## src/core/tlp_cfg.svh

```systemverilog
// Constants for the transmit list processor: offsets, fields, codes.
// Assumes byte addressed host memory reached in 16-bit words.
//
// Functional notes
// - Refuse a request when not opened, already busy, or pointer is odd.
// - First list address is 24 bits; top byte of high word ignored.
// - List layout: link, control, length, three segments, handle.
// - Odd link marks last list; finish only after its frame is sent; code completes without waiting if that list's end bit is clear.
// - Follow an even link rewritten late; never write the link.
// - Valid bit checked only on an anticipated frame-start list.
// - Notify bit on start list raises notice once frame is sent.
// - Pass-CRC bit: last four data bytes go out as the CRC.
// - Pass-source bit: host source address is sent unchanged.
// - Bits 8-10 give frame kind; nonzero kind needs link control on.
// - After a frame: clear valid, set complete, copy bits 2,3,4,6,7.
// - Status words of non-start lists are never written.
// - Error sets bit 5 and code in 15:8; else returned status byte.
// - Codes for length, station, routing, kind and I frame outcomes.
// - Total length counts host bytes; must be nonzero in every list.
// - Up to three segments; a clear more flag ends; third ignores it.
// - Segment pointers are 24-bit, even or odd; top byte ignored.
// - Routing bit set when header length exceeds 14; not for I frames.
// - Invalid frame-start list suspends silently until revalidate.
`ifndef TLP_CFG_SVH
`define TLP_CFG_SVH
`define TLP_A_CTRL 8'h00
`define TLP_A_PARM0 8'h04
`define TLP_A_PARM1 8'h08
`define TLP_A_CMD 8'h0C
`define TLP_A_STAT 8'h10
`define TLP_A_LAST 8'h14
`define TLP_C_OPEN 0
`define TLP_C_LLC 1
`define TLP_K_GO 0
`define TLP_K_REVAL 1
`define TLP_W_LINKHI 4'h0
`define TLP_W_LINKLO 4'h1
`define TLP_W_CTRL 4'h2
`define TLP_W_LEN 4'h3
`define TLP_W_SEG0 4'h4
`define TLP_W_STN 4'hD
`define TLP_W_LAST 4'hE
`define TLP_SEG_LAST 2'h2
`define TLP_SEG_MORE 15
`define TLP_B_VALID 0
`define TLP_B_DONE 1
`define TLP_B_START 2
`define TLP_B_END 3
`define TLP_B_NOTE 4
`define TLP_B_ERR 5
`define TLP_B_CRC 6
`define TLP_B_SRC 7
`define TLP_STEP 24'h00_0002
`define TLP_STAT_OFS 24'h00_0004
`define TLP_HDR_ROUTE 8'h0E
`define TLP_HDR_MAX 8'h20
`define TLP_E_XMIT 8'h23
`define TLP_E_LEN 8'h28
`define TLP_E_STN 8'h40
`define TLP_E_ROUTE 8'h44
`define TLP_E_KIND 8'hF0
`define TLP_E_INOTRDY 8'hFE
`define TLP_E_IRDY 8'hFF
`define TLP_K_DIRECT 3'h0
`define TLP_K_IFRAME 3'h6
`define TLP_K_BAD 3'h7
`endif

```

## src/core/tlp_pkg.sv

```systemverilog
// Types for the transmit list processor.
// Assumes tlp_cfg.svh holds the numeric constants.
package tlp_pkg;
  typedef enum logic [3:0] {
    TLP_IDLE = 4'h0,
    TLP_FETCH = 4'h1,
    TLP_CHECK = 4'h3,
    TLP_SEG = 4'h2,
    TLP_ENDL = 4'h6,
    TLP_WAITTX = 4'h7,
    TLP_WRSTAT = 4'h5,
    TLP_LINK = 4'h4,
    TLP_SUSPEND = 4'hC
  } tlp_state_t;
endpackage

```

## src/core/tlp_list_proc.sv

```systemverilog
// Transmit list processor: walks host parameter lists and gathers data.
// Assumes a one-word memory port with ack, and a byte sink with ready.
//
// Our own choices: the APB slave port and the register offsets.
`include "tlp_cfg.svh"

module tlp_list_proc import tlp_pkg::*; (
  // Clock and reset
  input wire logic core_clk,
  input wire logic sys_rst,
  // APB slave
  input wire logic psel,
  input wire logic penable,
  input wire logic pwrite,
  input wire logic [7:0] paddr,
  input wire logic [31:0] pwdata,
  output logic [31:0] prdata,
  output logic pready,
  output logic pslverr,
  // Host memory port
  output logic memReq,
  output logic memWe,
  output logic [23:0] memAddr,
  output logic [15:0] memWdata,
  input wire logic memAck,
  input wire logic [15:0] memRdata,
  // Frame byte stream
  output logic txValid,
  output logic [7:0] txByte,
  output logic txLast,
  input wire logic txReady,
  // Frame attributes
  output logic [2:0] frameKind,
  output logic passCrc,
  output logic passSrc,
  output logic setRoute,
  output logic [15:0] senderStationHandle,
  output logic [7:0] destinationAccessPoint,
  // Link outcome
  input wire logic txDone,
  input wire logic txFail,
  input wire logic [7:0] returnedStatusByte,
  input wire logic linkReady,
  // Events
  output logic frameNotify,
  output logic cmdComplete,
  output logic cmdReject
);

  function automatic logic [3:0] segBase(input logic [1:0] s);
    segBase = `TLP_W_SEG0 + {1'b0, s, 1'b0} + {2'b00, s};
  endfunction

  function automatic logic [23:0] ptr24(input logic [15:0] hi,
                                        input logic [15:0] lo);
    ptr24 = {hi[7:0], lo};
  endfunction

  tlp_state_t state;
  logic [15:0] listWord [0:14];
  logic [3:0] fetchIdx;
  logic linkOnly;
  logic relinked;
  logic anticipate;
  logic [23:0] listAddr;
  logic [23:0] startAddr;
  logic [23:0] lastList;
  logic [15:0] reqCtrl;
  logic [15:0] totalLen;
  logic [15:0] byteCnt;
  logic [1:0] segIdx;
  logic segLoaded;
  logic segMore;
  logic [15:0] segRem;
  logic [23:0] segPtr;
  logic errFlag;
  logic [7:0] errCode;
  logic opened;
  logic llcEnable;
  logic [15:0] hostParamWord0;
  logic [15:0] hostParamWord1;
  logic goPulse;
  logic revalPulse;
  logic apbAccess;
  logic [15:0] ctrlNow;
  logic [15:0] stnNow;
  logic [2:0] kindNow;
  logic [7:0] hdrNow;

  assign apbAccess = psel && penable && !pready;
  assign ctrlNow = listWord[`TLP_W_CTRL];
  assign stnNow = listWord[`TLP_W_STN];
  assign kindNow = ctrlNow[10:8];
  assign hdrNow = listWord[`TLP_W_LAST][7:0];

  // ------------------------------------------------------------
  // APB registers
  // ------------------------------------------------------------
  // Answer one cycle into the access phase; writes land with pready.
  always_ff @(posedge core_clk or posedge sys_rst) begin
    if (sys_rst) begin
      pready <= 1'b0;
      pslverr <= 1'b0;
      prdata <= 32'h0000_0000;
      opened <= 1'b0;
      llcEnable <= 1'b0;
      hostParamWord0 <= 16'h0000;
      hostParamWord1 <= 16'h0000;
      goPulse <= 1'b0;
      revalPulse <= 1'b0;
    end else begin
      pready <= apbAccess;
      goPulse <= 1'b0;
      revalPulse <= 1'b0;
      if (apbAccess) begin
        pslverr <= 1'b0;
        prdata <= 32'h0000_0000;
        unique case (paddr)
          `TLP_A_CTRL: prdata <= {30'h0, llcEnable, opened};
          `TLP_A_PARM0: prdata <= {16'h0000, hostParamWord0};
          `TLP_A_PARM1: prdata <= {16'h0000, hostParamWord1};
          `TLP_A_CMD: prdata <= 32'h0000_0000;
          `TLP_A_STAT: prdata <= {30'h0, state == TLP_SUSPEND,
                                  state != TLP_IDLE};
          `TLP_A_LAST: prdata <= {8'h00, lastList};
          default: pslverr <= 1'b1;
        endcase
      end
      if (psel && penable && pready && pwrite) begin
        unique case (paddr)
          `TLP_A_CTRL: begin
            opened <= pwdata[`TLP_C_OPEN];
            llcEnable <= pwdata[`TLP_C_LLC];
          end
          `TLP_A_PARM0: hostParamWord0 <= pwdata[15:0];
          `TLP_A_PARM1: hostParamWord1 <= pwdata[15:0];
          `TLP_A_CMD: begin
            goPulse <= pwdata[`TLP_K_GO];
            revalPulse <= pwdata[`TLP_K_REVAL];
          end
          default: ;
        endcase
      end
    end
  end

  // ------------------------------------------------------------
  // List walker
  // ------------------------------------------------------------
  // No list lookahead: one list at a time keeps self links harmless.
  always_ff @(posedge core_clk or posedge sys_rst) begin
    if (sys_rst) begin
      state <= TLP_IDLE;
      for (int i = 0; i < 15; i++) begin
        listWord[i] <= 16'h0000;
      end
      fetchIdx <= 4'h0;
      linkOnly <= 1'b0;
      relinked <= 1'b0;
      anticipate <= 1'b0;
      listAddr <= 24'h00_0000;
      startAddr <= 24'h00_0000;
      lastList <= 24'h00_0000;
      reqCtrl <= 16'h0000;
      totalLen <= 16'h0000;
      byteCnt <= 16'h0000;
      segIdx <= 2'h0;
      segLoaded <= 1'b0;
      segMore <= 1'b0;
      segRem <= 16'h0000;
      segPtr <= 24'h00_0000;
      errFlag <= 1'b0;
      errCode <= 8'h00;
      memReq <= 1'b0;
      memWe <= 1'b0;
      memAddr <= 24'h00_0000;
      memWdata <= 16'h0000;
      txValid <= 1'b0;
      txByte <= 8'h00;
      txLast <= 1'b0;
      frameKind <= 3'h0;
      passCrc <= 1'b0;
      passSrc <= 1'b0;
      setRoute <= 1'b0;
      senderStationHandle <= 16'h0000;
      destinationAccessPoint <= 8'h00;
      frameNotify <= 1'b0;
      cmdComplete <= 1'b0;
      cmdReject <= 1'b0;
    end else begin
      frameNotify <= 1'b0;
      cmdComplete <= 1'b0;
      cmdReject <= 1'b0;
      if (txValid && txReady) begin
        txValid <= 1'b0;
      end
      // Second request while a chain runs is refused, walker untouched
      if (goPulse && state != TLP_IDLE) begin
        cmdReject <= 1'b1;
      end
      unique case (state)
        TLP_IDLE: begin
          if (goPulse) begin
            if (!opened || hostParamWord1[0]) begin
              cmdReject <= 1'b1;
            end else begin
              listAddr <= ptr24(hostParamWord0, hostParamWord1);
              memAddr <= ptr24(hostParamWord0, hostParamWord1);
              memReq <= 1'b1;
              memWe <= 1'b0;
              fetchIdx <= 4'h0;
              linkOnly <= 1'b0;
              relinked <= 1'b0;
              anticipate <= 1'b1;
              state <= TLP_FETCH;
            end
          end
        end
        TLP_FETCH: begin
          if (memAck) begin
            listWord[fetchIdx] <= memRdata;
            memReq <= 1'b0;
            if (fetchIdx == (linkOnly ? `TLP_W_LINKLO : `TLP_W_LAST)) begin
              state <= linkOnly ? TLP_LINK : TLP_CHECK;
            end else begin
              fetchIdx <= fetchIdx + 4'h1;
              memAddr <= memAddr + `TLP_STEP;
              memReq <= 1'b1;
            end
          end
        end
        TLP_CHECK: begin
          segIdx <= 2'h0;
          segLoaded <= 1'b0;
          if (anticipate && !ctrlNow[`TLP_B_VALID]) begin
            state <= TLP_SUSPEND;
          end else begin
            state <= TLP_SEG;
            if (listWord[`TLP_W_LEN] == 16'h0000 && !errFlag) begin
              errFlag <= 1'b1;
              errCode <= `TLP_E_LEN;
            end
            if (anticipate) begin
              anticipate <= 1'b0;
              startAddr <= listAddr;
              reqCtrl <= ctrlNow;
              totalLen <= listWord[`TLP_W_LEN];
              byteCnt <= 16'h0000;
              passCrc <= ctrlNow[`TLP_B_CRC];
              passSrc <= ctrlNow[`TLP_B_SRC];
              frameKind <= llcEnable ? kindNow : 3'h0;
              senderStationHandle <= stnNow;
              destinationAccessPoint <= (kindNow == `TLP_K_IFRAME) ? 8'h00
                : listWord[`TLP_W_LAST][15:8];
              setRoute <= (hdrNow > `TLP_HDR_ROUTE)
                && (kindNow != `TLP_K_IFRAME);
              errFlag <= 1'b1;
              if (kindNow == `TLP_K_BAD
                  || (kindNow != `TLP_K_DIRECT && !llcEnable)) begin
                errCode <= `TLP_E_KIND;
              end else if (listWord[`TLP_W_LEN] == 16'h0000) begin
                errCode <= `TLP_E_LEN;
              end else if (kindNow != `TLP_K_DIRECT
                           && stnNow == 16'h0000) begin
                errCode <= `TLP_E_STN;
              end else if (kindNow != `TLP_K_IFRAME
                           && hdrNow > `TLP_HDR_MAX) begin
                errCode <= `TLP_E_ROUTE;
              end else begin
                errFlag <= 1'b0;
                errCode <= 8'h00;
              end
            end
          end
        end
        TLP_SEG: begin
          if (!segLoaded) begin
            segLoaded <= 1'b1;
            segRem <= {1'b0, listWord[segBase(segIdx)][14:0]};
            segMore <= listWord[segBase(segIdx)][`TLP_SEG_MORE]
              && segIdx != `TLP_SEG_LAST;
            segPtr <= ptr24(listWord[segBase(segIdx) + 4'h1],
                            listWord[segBase(segIdx) + 4'h2]);
          end else if (segRem == 16'h0000) begin
            if (segMore) begin
              segIdx <= segIdx + 2'h1;
              segLoaded <= 1'b0;
            end else begin
              state <= TLP_ENDL;
            end
          end else if (memAck) begin
            memReq <= 1'b0;
            txValid <= 1'b1;
            txByte <= segPtr[0] ? memRdata[7:0] : memRdata[15:8];
            txLast <= (byteCnt + 16'h0001) == totalLen;
            byteCnt <= byteCnt + 16'h0001;
            segPtr <= segPtr + 24'h00_0001;
            segRem <= segRem - 16'h0001;
          end else if (!memReq && !txValid) begin
            memReq <= 1'b1;
            memWe <= 1'b0;
            memAddr <= {segPtr[23:1], 1'b0};
          end
        end
        TLP_ENDL: begin
          if (!txValid) begin
            state <= ctrlNow[`TLP_B_END] ? TLP_WAITTX : TLP_LINK;
          end
        end
        TLP_WAITTX: begin
          if (txDone) begin
            state <= TLP_WRSTAT;
            memReq <= 1'b1;
            memWe <= 1'b1;
            memAddr <= startAddr + `TLP_STAT_OFS;
            memWdata <= {returnedStatusByte, reqCtrl[`TLP_B_SRC],
                         reqCtrl[`TLP_B_CRC], 1'b0, reqCtrl[`TLP_B_NOTE],
                         reqCtrl[`TLP_B_END], reqCtrl[`TLP_B_START],
                         1'b1, 1'b0};
            if (errFlag) begin
              memWdata[15:8] <= errCode;
              memWdata[`TLP_B_ERR] <= 1'b1;
            end else if (byteCnt != totalLen) begin
              memWdata[15:8] <= `TLP_E_LEN;
              memWdata[`TLP_B_ERR] <= 1'b1;
            end else if (txFail) begin
              memWdata[15:8] <= `TLP_E_XMIT;
              memWdata[`TLP_B_ERR] <= 1'b1;
            end else if (frameKind == `TLP_K_IFRAME) begin
              memWdata[15:8] <= linkReady ? `TLP_E_IRDY
                : `TLP_E_INOTRDY;
              memWdata[`TLP_B_ERR] <= 1'b1;
            end
          end
        end
        TLP_WRSTAT: begin
          if (memAck) begin
            memReq <= 1'b0;
            memWe <= 1'b0;
            frameNotify <= reqCtrl[`TLP_B_NOTE];
            lastList <= startAddr;
            anticipate <= 1'b1;
            errFlag <= 1'b0;
            state <= TLP_LINK;
          end
        end
        TLP_LINK: begin
          if (!listWord[`TLP_W_LINKLO][0]) begin
            listAddr <= ptr24(listWord[`TLP_W_LINKHI],
                              listWord[`TLP_W_LINKLO]);
            memAddr <= ptr24(listWord[`TLP_W_LINKHI],
                             listWord[`TLP_W_LINKLO]);
            memReq <= 1'b1;
            fetchIdx <= 4'h0;
            linkOnly <= 1'b0;
            relinked <= 1'b0;
            state <= TLP_FETCH;
          end else if (relinked || anticipate == 1'b0) begin
            cmdComplete <= relinked;
            state <= relinked ? TLP_IDLE : TLP_LINK;
            relinked <= 1'b1;
          end else begin
            memAddr <= listAddr;
            memReq <= 1'b1;
            fetchIdx <= 4'h0;
            linkOnly <= 1'b1;
            relinked <= 1'b1;
            state <= TLP_FETCH;
          end
        end
        TLP_SUSPEND: begin
          if (revalPulse) begin
            memAddr <= listAddr;
            memReq <= 1'b1;
            fetchIdx <= 4'h0;
            linkOnly <= 1'b0;
            state <= TLP_FETCH;
          end
        end
        default: state <= TLP_IDLE;
      endcase
    end
  end

  // ------------------------------------------------------------
  // Checks
  // ------------------------------------------------------------
  property p_reject;
    @(posedge core_clk) disable iff (sys_rst)
      goPulse && state != TLP_IDLE |=> cmdReject && !cmdComplete;
  endproperty
  a_reject: assert property (p_reject)
    else $error("busy request disturbed the walker");

  property p_firstAddr;
    @(posedge core_clk) disable iff (sys_rst)
      state == TLP_IDLE && goPulse && opened && !hostParamWord1[0] |=>
      listAddr == {$past(hostParamWord0[7:0]), $past(hostParamWord1)};
  endproperty
  a_firstAddr: assert property (p_firstAddr)
    else $error("first list address wrong");

  property p_statWord;
    @(posedge core_clk) disable iff (sys_rst)
      memReq && memWe |-> memWdata[`TLP_B_DONE] && !memWdata[`TLP_B_VALID]
      && memWdata[`TLP_B_START] == reqCtrl[`TLP_B_START];
  endproperty
  a_statWord: assert property (p_statWord)
    else $error("status word bits wrong");

  property p_statAddr;
    @(posedge core_clk) disable iff (sys_rst)
      memReq && memWe |-> memAddr == startAddr + `TLP_STAT_OFS;
  endproperty
  a_statAddr: assert property (p_statAddr)
    else $error("write outside start list status word");

  property p_suspend;
    @(posedge core_clk) disable iff (sys_rst)
      state == TLP_SUSPEND && !revalPulse |=> state == TLP_SUSPEND
      && !memReq && !frameNotify;
  endproperty
  a_suspend: assert property (p_suspend)
    else $error("left suspend without revalidate");

  property p_ascend;
    @(posedge core_clk) disable iff (sys_rst)
      state == TLP_FETCH && memAck && state == $past(state) |=>
      state != TLP_FETCH || (fetchIdx == $past(fetchIdx) + 4'h1
      && memAddr == $past(memAddr) + `TLP_STEP);
  endproperty
  a_ascend: assert property (p_ascend)
    else $error("list words not fetched in order");

  property p_notify;
    @(posedge core_clk) disable iff (sys_rst)
      state == TLP_WRSTAT && memAck |=> frameNotify == reqCtrl[`TLP_B_NOTE]
      ##1 !frameNotify;
  endproperty
  a_notify: assert property (p_notify)
    else $error("frame notice wrong");

  property p_errCode;
    @(posedge core_clk) disable iff (sys_rst)
      state == TLP_WAITTX && txDone && errFlag |=>
      memWdata[`TLP_B_ERR] && memWdata[15:8] == $past(errCode);
  endproperty
  a_errCode: assert property (p_errCode)
    else $error("error code not reported");

  property p_segAddr;
    @(posedge core_clk) disable iff (sys_rst)
      state == TLP_SEG && memReq |-> memAddr == {segPtr[23:1], 1'b0};
  endproperty
  a_segAddr: assert property (p_segAddr)
    else $error("segment word address wrong");

endmodule

```

## config.mk

```make
export PLATFORM = sky130hd
export DESIGN_NAME = tlp_list_proc
export DESIGN_NICKNAME = d
export VERILOG_FILES = /design/src/core/tlp_pkg.sv /design/src/core/tlp_list_proc.sv
export VERILOG_INCLUDE_DIRS = /design/src /design/src/core
export SDC_FILE = /design/constraint.sdc
export NUM_CORES = 1
export LEC_CHECK = 0
export BUFFER_PORTS_ARGS = -buffer_cell sky130_fd_sc_hd__clkbuf_2
export CAP_MARGIN = 40
export CORE_MARGIN = 3
export CORE_UTILIZATION = 40
export DETAILED_ROUTE_END_ITERATION = 8
export GPL_TIMING_DRIVEN = 0
export HOLD_SLACK_MARGIN = 0.12
export PLACE_DENSITY = 0.57
export SYNTH_ARGS = -nofsm -noshare
export SYNTH_HDL_FRONTEND = slang
export SYNTH_SLANG_ARGS = --single-unit
```

## constraint.sdc

```tcl
create_clock -name core_clk -period 20.9 [get_ports core_clk]
set_clock_uncertainty 0.15 [all_clocks]
set_input_delay 3.135 -clock core_clk [delete_from_list [all_inputs] [get_ports core_clk]]
set_output_delay 3.135 -clock core_clk [all_outputs]
set_load 0.005 [all_outputs]
```

==> impl_summary.md, run 1 <==
Finish
The final non-filler cell total is just under 4000. The total area of multi-input combinational cells is about 0.015 mm^2. The area taken by flip-flops and latches is roughly 0.014 mm^2. Once layout is complete, the utilization of the core stands at 0.4694. At the end of the flow, the number of nets in the layout was just over 3000. The number of inserted diodes is 0.

The layout has 6813 filler cells. From synthesis to final layout, the design area changed by 15.57%. In the final layout, the share of cells above drive strength 1 is 0.2939.

Run
The max-cap check violation count is 0.

STA
The count of endpoints failing setup in the final report is 0. At the pin with the least slew margin, the transition time is between 0.9 and 1 ns. Setup repair after global routing left no endpoint under its margin.

Setup slack on the critical path of the routed design comes to approximately 15 ns. The worst relative slew slack is 0.3456. After layout, the minimum clock period comes to about 5.4 ns. The final cycle utilization of the critical path is 0.2588. The worst hold slack after final layout is between 0.3 and 0.4 ns. The final max-slew violation count is 0. The final hold violation count is 0. Static timing analysis puts the maximum clock frequency at ~180 MHz.

Pwr
The largest vdd supply drop is slightly above 60 uV. The leakage dissipation is 0.01562 uW. The power density of the placed cells is 108.6 mW/mm^2. Power comes to ~3700 uW.

Min path
Along the worst hold path, the cell count comes to 2. The worst hold-check path type is reg -> reg. For hold timing, the worst endpoint is destinationAccessPoint[4]$_DFFE_PP0P_. The worst hold path begins at destinationAccessPoint[4]$_DFFE_PP0P_.

Synthesis
Of the total synthesized cell area, the portion taken by full adders, half adders and majority gates is 0.005871. The number of warning messages in the yosys log is 0. The mean area per synthesized cell is approximately 11 um^2. For this run, the leading register cell type out of synthesis is dfrtp_1.

Of the total synthesized cell area, the portion taken by AND, OR, NAND and NOR gates is 0.1308. The share of the synthesized area in compound gates (AO/OA/AOI/OAI) came to 0.09914. Synthesis handed over a netlist of ~2700 instances. The number of enable-type register cells in the synthesized netlist is 0. The post-synthesis xor/xnor area fraction is 0.01849.

The flip-flop and latch count after synthesis is roughly 550. Of the synthesized area, sequential elements account for 0.4646. By area, the combinational part of the netlist is dominated by multiplexers. Summing every instance area after synthesis gives roughly 0.030 mm^2. In the synthesized netlist the async set-or-reset flop fraction comes to 1.000.

Measured against the total synthesized area, the mux share comes to 0.2440. After synthesis, the netlist uses approximately 90 different library cells.

Placement
The number of port buffers is 166. The HPWL after detailed placement is slightly below 90 mm. The number of cells after detailed placement is approximately 3800. The setup slack after placement is around 15 ns.

The final RePlAce weighted congestion is 0.9644.

CTS
The root cell of the clock tree is clkbuf_16. The count of cells resized by post-cts repair is 0. In this run, post-CTS hold repair placed 0 buffers.

Counting the buffers created by CTS gives between 60 and 70. The buffers inserted during post-CTS setup optimization is 0. The number of sinks on the clock net is 554.

The clock passes through at most 3 buffers. The H-tree was split into 3 levels. The CTS tree is yes.

Clock-pin slew was measured on the worst setup and hold paths at roughly 0.060 ns. At the later pin of the worst-skew pair, clock insertion delay measures approximately 0.63 ns.

Critical path
The largest stage delay on the critical path is between 0.6 and 0.7 ns. In this run the worst path has a maximum fanout of 10. The worst setup path is captured at a register.

The classification of the worst setup path is reg -> reg. The worst register-to-register path has a setup slack of around 15 ns. STA puts the critical path data arrival time at between 5 and 6 ns.

The most repeated library cell on the critical path is buf_2. The number of cells on the worst reg-to-reg path is 14. The source of the worst register-to-register timing path is segIdx[0]$_DFFE_PP0P_.

The type of element launching the critical path is a register. The number of buffers and inverters on the critical path is 8. The data required time at the worst endpoint is ~21 ns. In this run the critical register-to-register path is captured at segPtr[9]$_DFFE_PP0P_.

On the critical path, the stage with the largest delay is an instance of o21ai_0. The family with the most delay on the worst path is buffers and inverters. Walking the worst path, the cells encountered are buf_2 > buf_2 > buf_2 > inv_1 > ha_1 > buf_2 > buf_2 > buf_2 > buf_2 > mux2i_1 > o221ai_1 > o21ai_0 > o21ai_0 > o311a_1.

Global routing
The overall track demand over capacity in global routing is 0.2922. The first global-routing pass estimated around 170 mm of wire. The number of antenna violations at the first check in global routing is 0. The pin count of the biggest net entering global routing is 119.

The number of global-route vias before repair came to 24164. The final global-route overflow total is 0.

Routing
Once detail routing completed, the nets flagged for antenna violations numbered 0. Across all layers, the routed design uses between 20000 and 25000 vias. The number of search-and-repair iterations in the first detailed-routing pass is 8. The DRC violation count after routing is 0. The detailed router finished its first iteration with 2960 violations. In the final routed layout, each cell accounts on average for between 20 and 30 um. The routed design has about 110 mm of wire.

The average vias per placed instance is roughly 6.1.

Die
For this configuration, the core starts out at a cell density of 0.4062. The die boundary width is 279.1 um. The initialized floorplan defines 99 standard-cell rows. The total area inside the core boundary comes to 0.07345 mm^2. The y dimension of the die is 279.1 um.

between 150 and 200 I/O pins were placed. The die area is 0.07790 mm^2.

Status
The flow ran to the end, and the final reports show no timing, DRC or antenna violations.
[area by class of cell]
cell class                      count  share of cell area
Sequential cell                   554              0.4020
Timing Repair Buffer              189             0.03407
Clock buffer                       87             0.05457
Buffer                            207             0.02819
Multi-Input combinational cell   1885              0.4322
Tap cell                          959             0.03480
Clock inverter                     31             0.01020
Inverter                           34            0.003919
[flip-flops by register name, summed over array words and instances, names as in the netlist, 15 cells and up]
register / cells
byteCnt: 16
ctrlNow: 16
hostParamWord0: 16
hostParamWord1: 16
lastList: 24
listAddr: 24
listWord: 200
memAddr: 24
memWdata: 15
prdata: 24
segPtr: 24
segRem: 16
senderStationHandle: 16
startAddr: 24
stnNow: 16
totalLen: 16
[cell families after synthesis]
logic type | count (synthesis)
other cells | 1
buf+inv | 241
flops | 554
simple gates | 823
compound gates | 458
xor+xnor | 63
fa+ha+maj | 14
mux | 518
[how the worst max path moves through the flow]
| stage | slack [ns] | startpoint | end | cells past startpoint |
|---|---|---|---|---|
| floorplan | 2.12 | sys_rst | anticipate$_DFFE_PP0P_ | 1 |
| global placement | -3.99 | sys_rst | stnNow[5]$_DFFE_PP0P_ | 2 |
| detailed placement | 15.14 | memAck | listWord[120]$_DFFE_PP0P_ | 5 |
| CTS | 15.51 | segIdx[0]$_DFFE_PP0P_ | segPtr[9]$_DFFE_PP0P_ | 14 |
| global route | 15.44 | segIdx[0]$_DFFE_PP0P_ | segPtr[9]$_DFFE_PP0P_ | 14 |
| finish | 15.49 | segIdx[0]$_DFFE_PP0P_ | segPtr[9]$_DFFE_PP0P_ | 14 |
[where the power goes]
part / switching [uW] / leakage, uW / internal, uW
sequential: 241 / 0.00750 / 1230
clock: 494 / 0.00110 / 702
combinational: 670 / 0.00702 / 408
[cell usage after synthesis, drive strengths merged, types with 5 or more instances]
library cell    n  area [um^2]
nand4b          5        43.79
a2bb2oi         9        78.83
nand2b         16        100.1
a211o           5        43.79
and4           12        107.6
and2           18        112.6
nand4          41        262.8
a31oi           5        37.53
mux2i          76        760.7
o22ai          54        337.8
a21o            7        52.55
nand3          74        370.4
a222oi         23        230.2
nor3b           6        55.05
and3           15        93.84
nand2         388         1456
mux4          137         3085
o32ai          11        96.34
a21oi         101        505.5
a22oi          14        105.1
or3             7        43.79
o31ai          27        217.7
xnor2          25        219.0
o211ai          8        60.06
a211oi         10        75.07
or2             7        43.80
a22o            7        61.31
o21ai         136        684.4
nor2          144        563.0
dfrtp         554        13860
nor3           37        232.7
buf           105        585.6
nor2b           8        50.05
clkbuf        102        386.6
ha             14        175.2
inv            33        123.9
nor4           25        177.7
mux2          305         3435
or4             6        48.80
o221ai          7        61.31
xor2           38        332.8
[routing by layer]
layer	global-route usage	vias to the layer above	routed length (um)
met5	0	-	0
met4	0.1152	0	5217
met3	0.05836	242	8707
met2	0.4778	1213	53700
met1	0.3836	12374	46690
li1	-	10416	-
[cell usage in the layout (no fill, tap or decap), types with 24 or more instances in the layout]
cell type / Yosys / layout
a21oi_1: 101 / 101
nand2_1: 388 / 388
clkbuf_2: 3 / 169
nor2_1: 135 / 135
nand3_1: 74 / 74
buf_4: 20 / 24
dfrtp_1: 554 / 554
buf_2: 69 / 69
mux4_2: 137 / 137
xnor2_1: 25 / 25
o21ai_0: 129 / 129
mux2i_1: 76 / 76
nor3_1: 30 / 30
mux2_2: 301 / 301
clkbuf_1: 99 / 106
inv_1: 31 / 30
nand4_1: 40 / 40
xor2_1: 38 / 38
clkbuf_16: 0 / 67
o31ai_1: 24 / 24
o22ai_1: 54 / 54
[worst reg2reg max path, cell delays in order (launching register included)]
cell and delay, ns:
dfrtp_1 0.41, buf_2 0.26, buf_2 0.39, buf_2 0.49, inv_1 0.27, ha_1 0.34
buf_2 0.30, buf_2 0.41, buf_2 0.45, buf_2 0.41, mux2i_1 0.14, o221ai_1 0.23
o21ai_0 0.16, o21ai_0 0.66, o311a_1 0.29
[per-stage QoR]
stage	TNS (ns)	area, um^2
finish	0	34480
global route	0	34480
CTS	0	34480
detailed placement	0	32250
global placement	-2148.96	31900
floorplan	0	29870
(Power assumes the default switching activity.)
==> run 2: changes to the inputs <==
clock period = 5.4 ns   (was 20.9 ns; I/O delays follow)
==> impl_summary.md, run 2 (synthesis gave the netlist of run 1 again) <==
CTS
The count of cells resized by post-cts repair is 0. The H-tree generated during clock tree synthesis spans 3 levels. The root cell of the clock tree is clkbuf_16. The number of setup buffers added after CTS is 0.

The number of buffers on the longest clock path is 3. Clock-pin slew was measured on the worst setup and hold paths at roughly 0.06 ns. Counting every sink on the clock net gives roughly 550. For the worst-skew pair, the clock arrives at the later sink with an insertion delay of 0.62 ns. The CTS buffer count is between 60 and 70. TritonCTS built the clock tree.

In this run, post-CTS hold repair placed 0 buffers.

STA
The final max-slew violation count is 0. The count of endpoints failing setup in the final report is 0. The final hold violation count is 0. The highest achievable clock rate is 191.7 MHz.

The final cycle utilization of the critical path is 0.9659. Setup repair after global routing left no endpoint under its margin. The slew at the pin closest to its max-slew limit is 0.9227 ns. After layout, the minimum clock period comes to 5.216 ns. In this run the tightest slew margin relative to its limit is 0.3849. The worst hold slack after final layout is approximately 0.13 ns.

Finish
For this run, the share of the core covered by cells in the final layout is 0.4726. The total number of nets in the final design is just over 3000. The commonest non-fill, non-tap cell in the layout is dfrtp_1.

The post-synthesis to final-layout area growth is 16.35%. The final non-filler cell total is between 3000 and 4000. The number of inserted diodes is 0. The fraction of final layout cells with drive strength greater than 1 is 0.2951. The register with the most flip-flops in the layout has 200 of them. The largest register by flop count is listWord. The top cell types in the final layout, fill and taps aside, are dfrtp_1, nand2_1, mux2_2, clkbuf_2, mux4_2.

Placement
The HPWL after detailed placement is 88.22 mm. The number of port buffers is 166. The number of placed instances, taps included, is around 3800.

The final RePlAce weighted congestion is 0.9720.

Pwr
The worst-case IR drop observed on VDD is just over 200 uV. The combinational share of power is 0.288. Power spread over the standard cell area amounts to ~420 mW/mm^2. The switching share of power is 0.3716. Summed over all nets, the switching power comes to about 5400 uW. The fraction of power consumed by the clock network is 0.322. The leakage dissipation is 0.01573 uW. Internal power comes to a little over 9000 uW. The completed layout was analyzed and its total power is ~15000 uW. The share of total power dissipated in sequential elements is 0.390.

Routing
The aggregate routed wire length is ~110 mm. The routed length per placed instance is between 20 and 30 um. The average vias per placed instance is 6.185. The vias after detailed routing is roughly 24000.

The iteration-0 DRC count of the detailed router is 2944. The first TritonRoute pass finished after 7 iterations. The count of nets left with antenna violations once routing finished came out at 0. In the routed design, unresolved DRC markers number 0.

Global routing
The number of antenna violations at the first check in global routing was 4. The number of global-route vias before repair is ~24000. Entering global routing, the biggest net connects 41 pins.

The wire length of the first global-routing pass is between 150 and 200 mm. Across every metal layer, demand over resource in global routing totals 0.2927. The final global-route overflow total is 0.

Critical path
The worst setup path is of the reg -> reg kind. The most numerous cell type found on the critical path is buf_2. The worst setup path is captured at a register.

The top fanout value on the critical path is 10. The worst setup path is launched from a register. The largest single stage delay on the critical path is 0.48 ns. The critical path goes through buf_2 > buf_2 > buf_2 > inv_1 > ha_1 > buf_2 > buf_2 > buf_2 > buf_2 > mux2i_1 > o221ai_1 > o21ai_0 > o21ai_1 > o311a_1. On the critical path, the stage with the largest delay is an instance of o21ai_1.

Data on the critical path is required at its endpoint by 5.81 ns. Data on the critical path arrives at its endpoint at 5.62 ns.

Run
The max-cap check violation count is 0.

Die
For this design the top-level I/O count stands at between 150 and 200. The effective utilization at floorplan is 0.4062. The y dimension of the die is roughly 280 um. The floorplan step defined a core boundary enclosing 0.07345 mm^2. The number of standard-cell rows in the floorplan is about 100.

The die is 279.1 um wide. The die area is 0.07790 mm^2.

Status
The flow ran to the end, and the final reports show no timing, DRC or antenna violations.

Min path
The worst hold-check path type is in -> async.
## run 2: cell types whose count changed in the layout (fill, tap and decap cells not counted), moves of 2 or more
| cell | previous run | this run |
|---|---|---|
| buf_12 | 0 | 16 |
| buf_16 | 5 | 2 |
| clkbuf_1 | 106 | 109 |
| clkinvlp_4 | 5 | 2 |
| buf_6 | 9 | 7 |
| bufinv_16 | 5 | 7 |
| clkbuf_8 | 13 | 11 |
| inv_8 | 2 | 0 |
## run 2: power by group through the flow
stage / clock network, uW / logic (uW) / registers, uW
floorplan: 0 / 2750 / 5310
CTS: 4780 / 4150 / 5650
global placement: 0 / 4030 / 5700
global route: 4920 / 4540 / 5740
detailed placement: 0 / 4130 / 5710
finish: 4690 / 4190 / 5690
## run 2: final timing paths
path	depth (start not counted)	slack [ns]	startpoint	to
max	14	0.18	segIdx[0]$_DFFE_PP0P_	segPtr[9]$_DFFE_PP0P_
min	2	0.13	sys_rst	memWdata[6]$_DFFE_PP0P_
max reg2reg	14	0.18	segIdx[0]$_DFFE_PP0P_	segPtr[9]$_DFFE_PP0P_
min reg2reg	2	0.32	destinationAccessPoint[4]$_DFFE_PP0P_	destinationAccessPoint[4]$_DFFE_PP0P_
max in group asynchronous	8	3.28	sys_rst	stnNow[5]$_DFFE_PP0P_
min in group core_clk	2	0.24	txReady	txValid$_DFF_PP0_
## run 2: through the flow
step	area (um^2)	setup slack, ns	TNS (ns)
6_report	34710	0.1843	0
5_1_grt	34710	0.1409	0
4_1_cts	34710	0.05763	0
3_5_place_dp	32470	0.08577	0
3_3_place_gp	31900	-6.424	-3496.58
2_1_floorplan	29870	-3.100	-1717.29
## run 2: area by class of cell
type                    instances  area [um^2]
multi-input cells            1885        14900
inverters                      34        131.4
repair buffers                201         1405
well taps                     959         1200
clock inverters                26        349.1
clock buffers                  89         1891
fillers                      6838        38740
plain buffers                 207        972.2
flip-flops and latches        554        13860
## run 2: worst max-delay path, delay by kind of cell, from the launching register on
family	cells	cell delay (ns)
DFF	1	0.38
adders and majority gates	1	0.33
AOI/OAI and AO/OA	4	1.23
buffers and inverters	8	2.90
muxes	1	0.15
## run 2: routing by layer
metal,GRT usage,wire (um)
met5,0,55
met1,0.3832,46680
met3,0.05268,8307
met4,0.1286,5713
met2,0.4781,53860
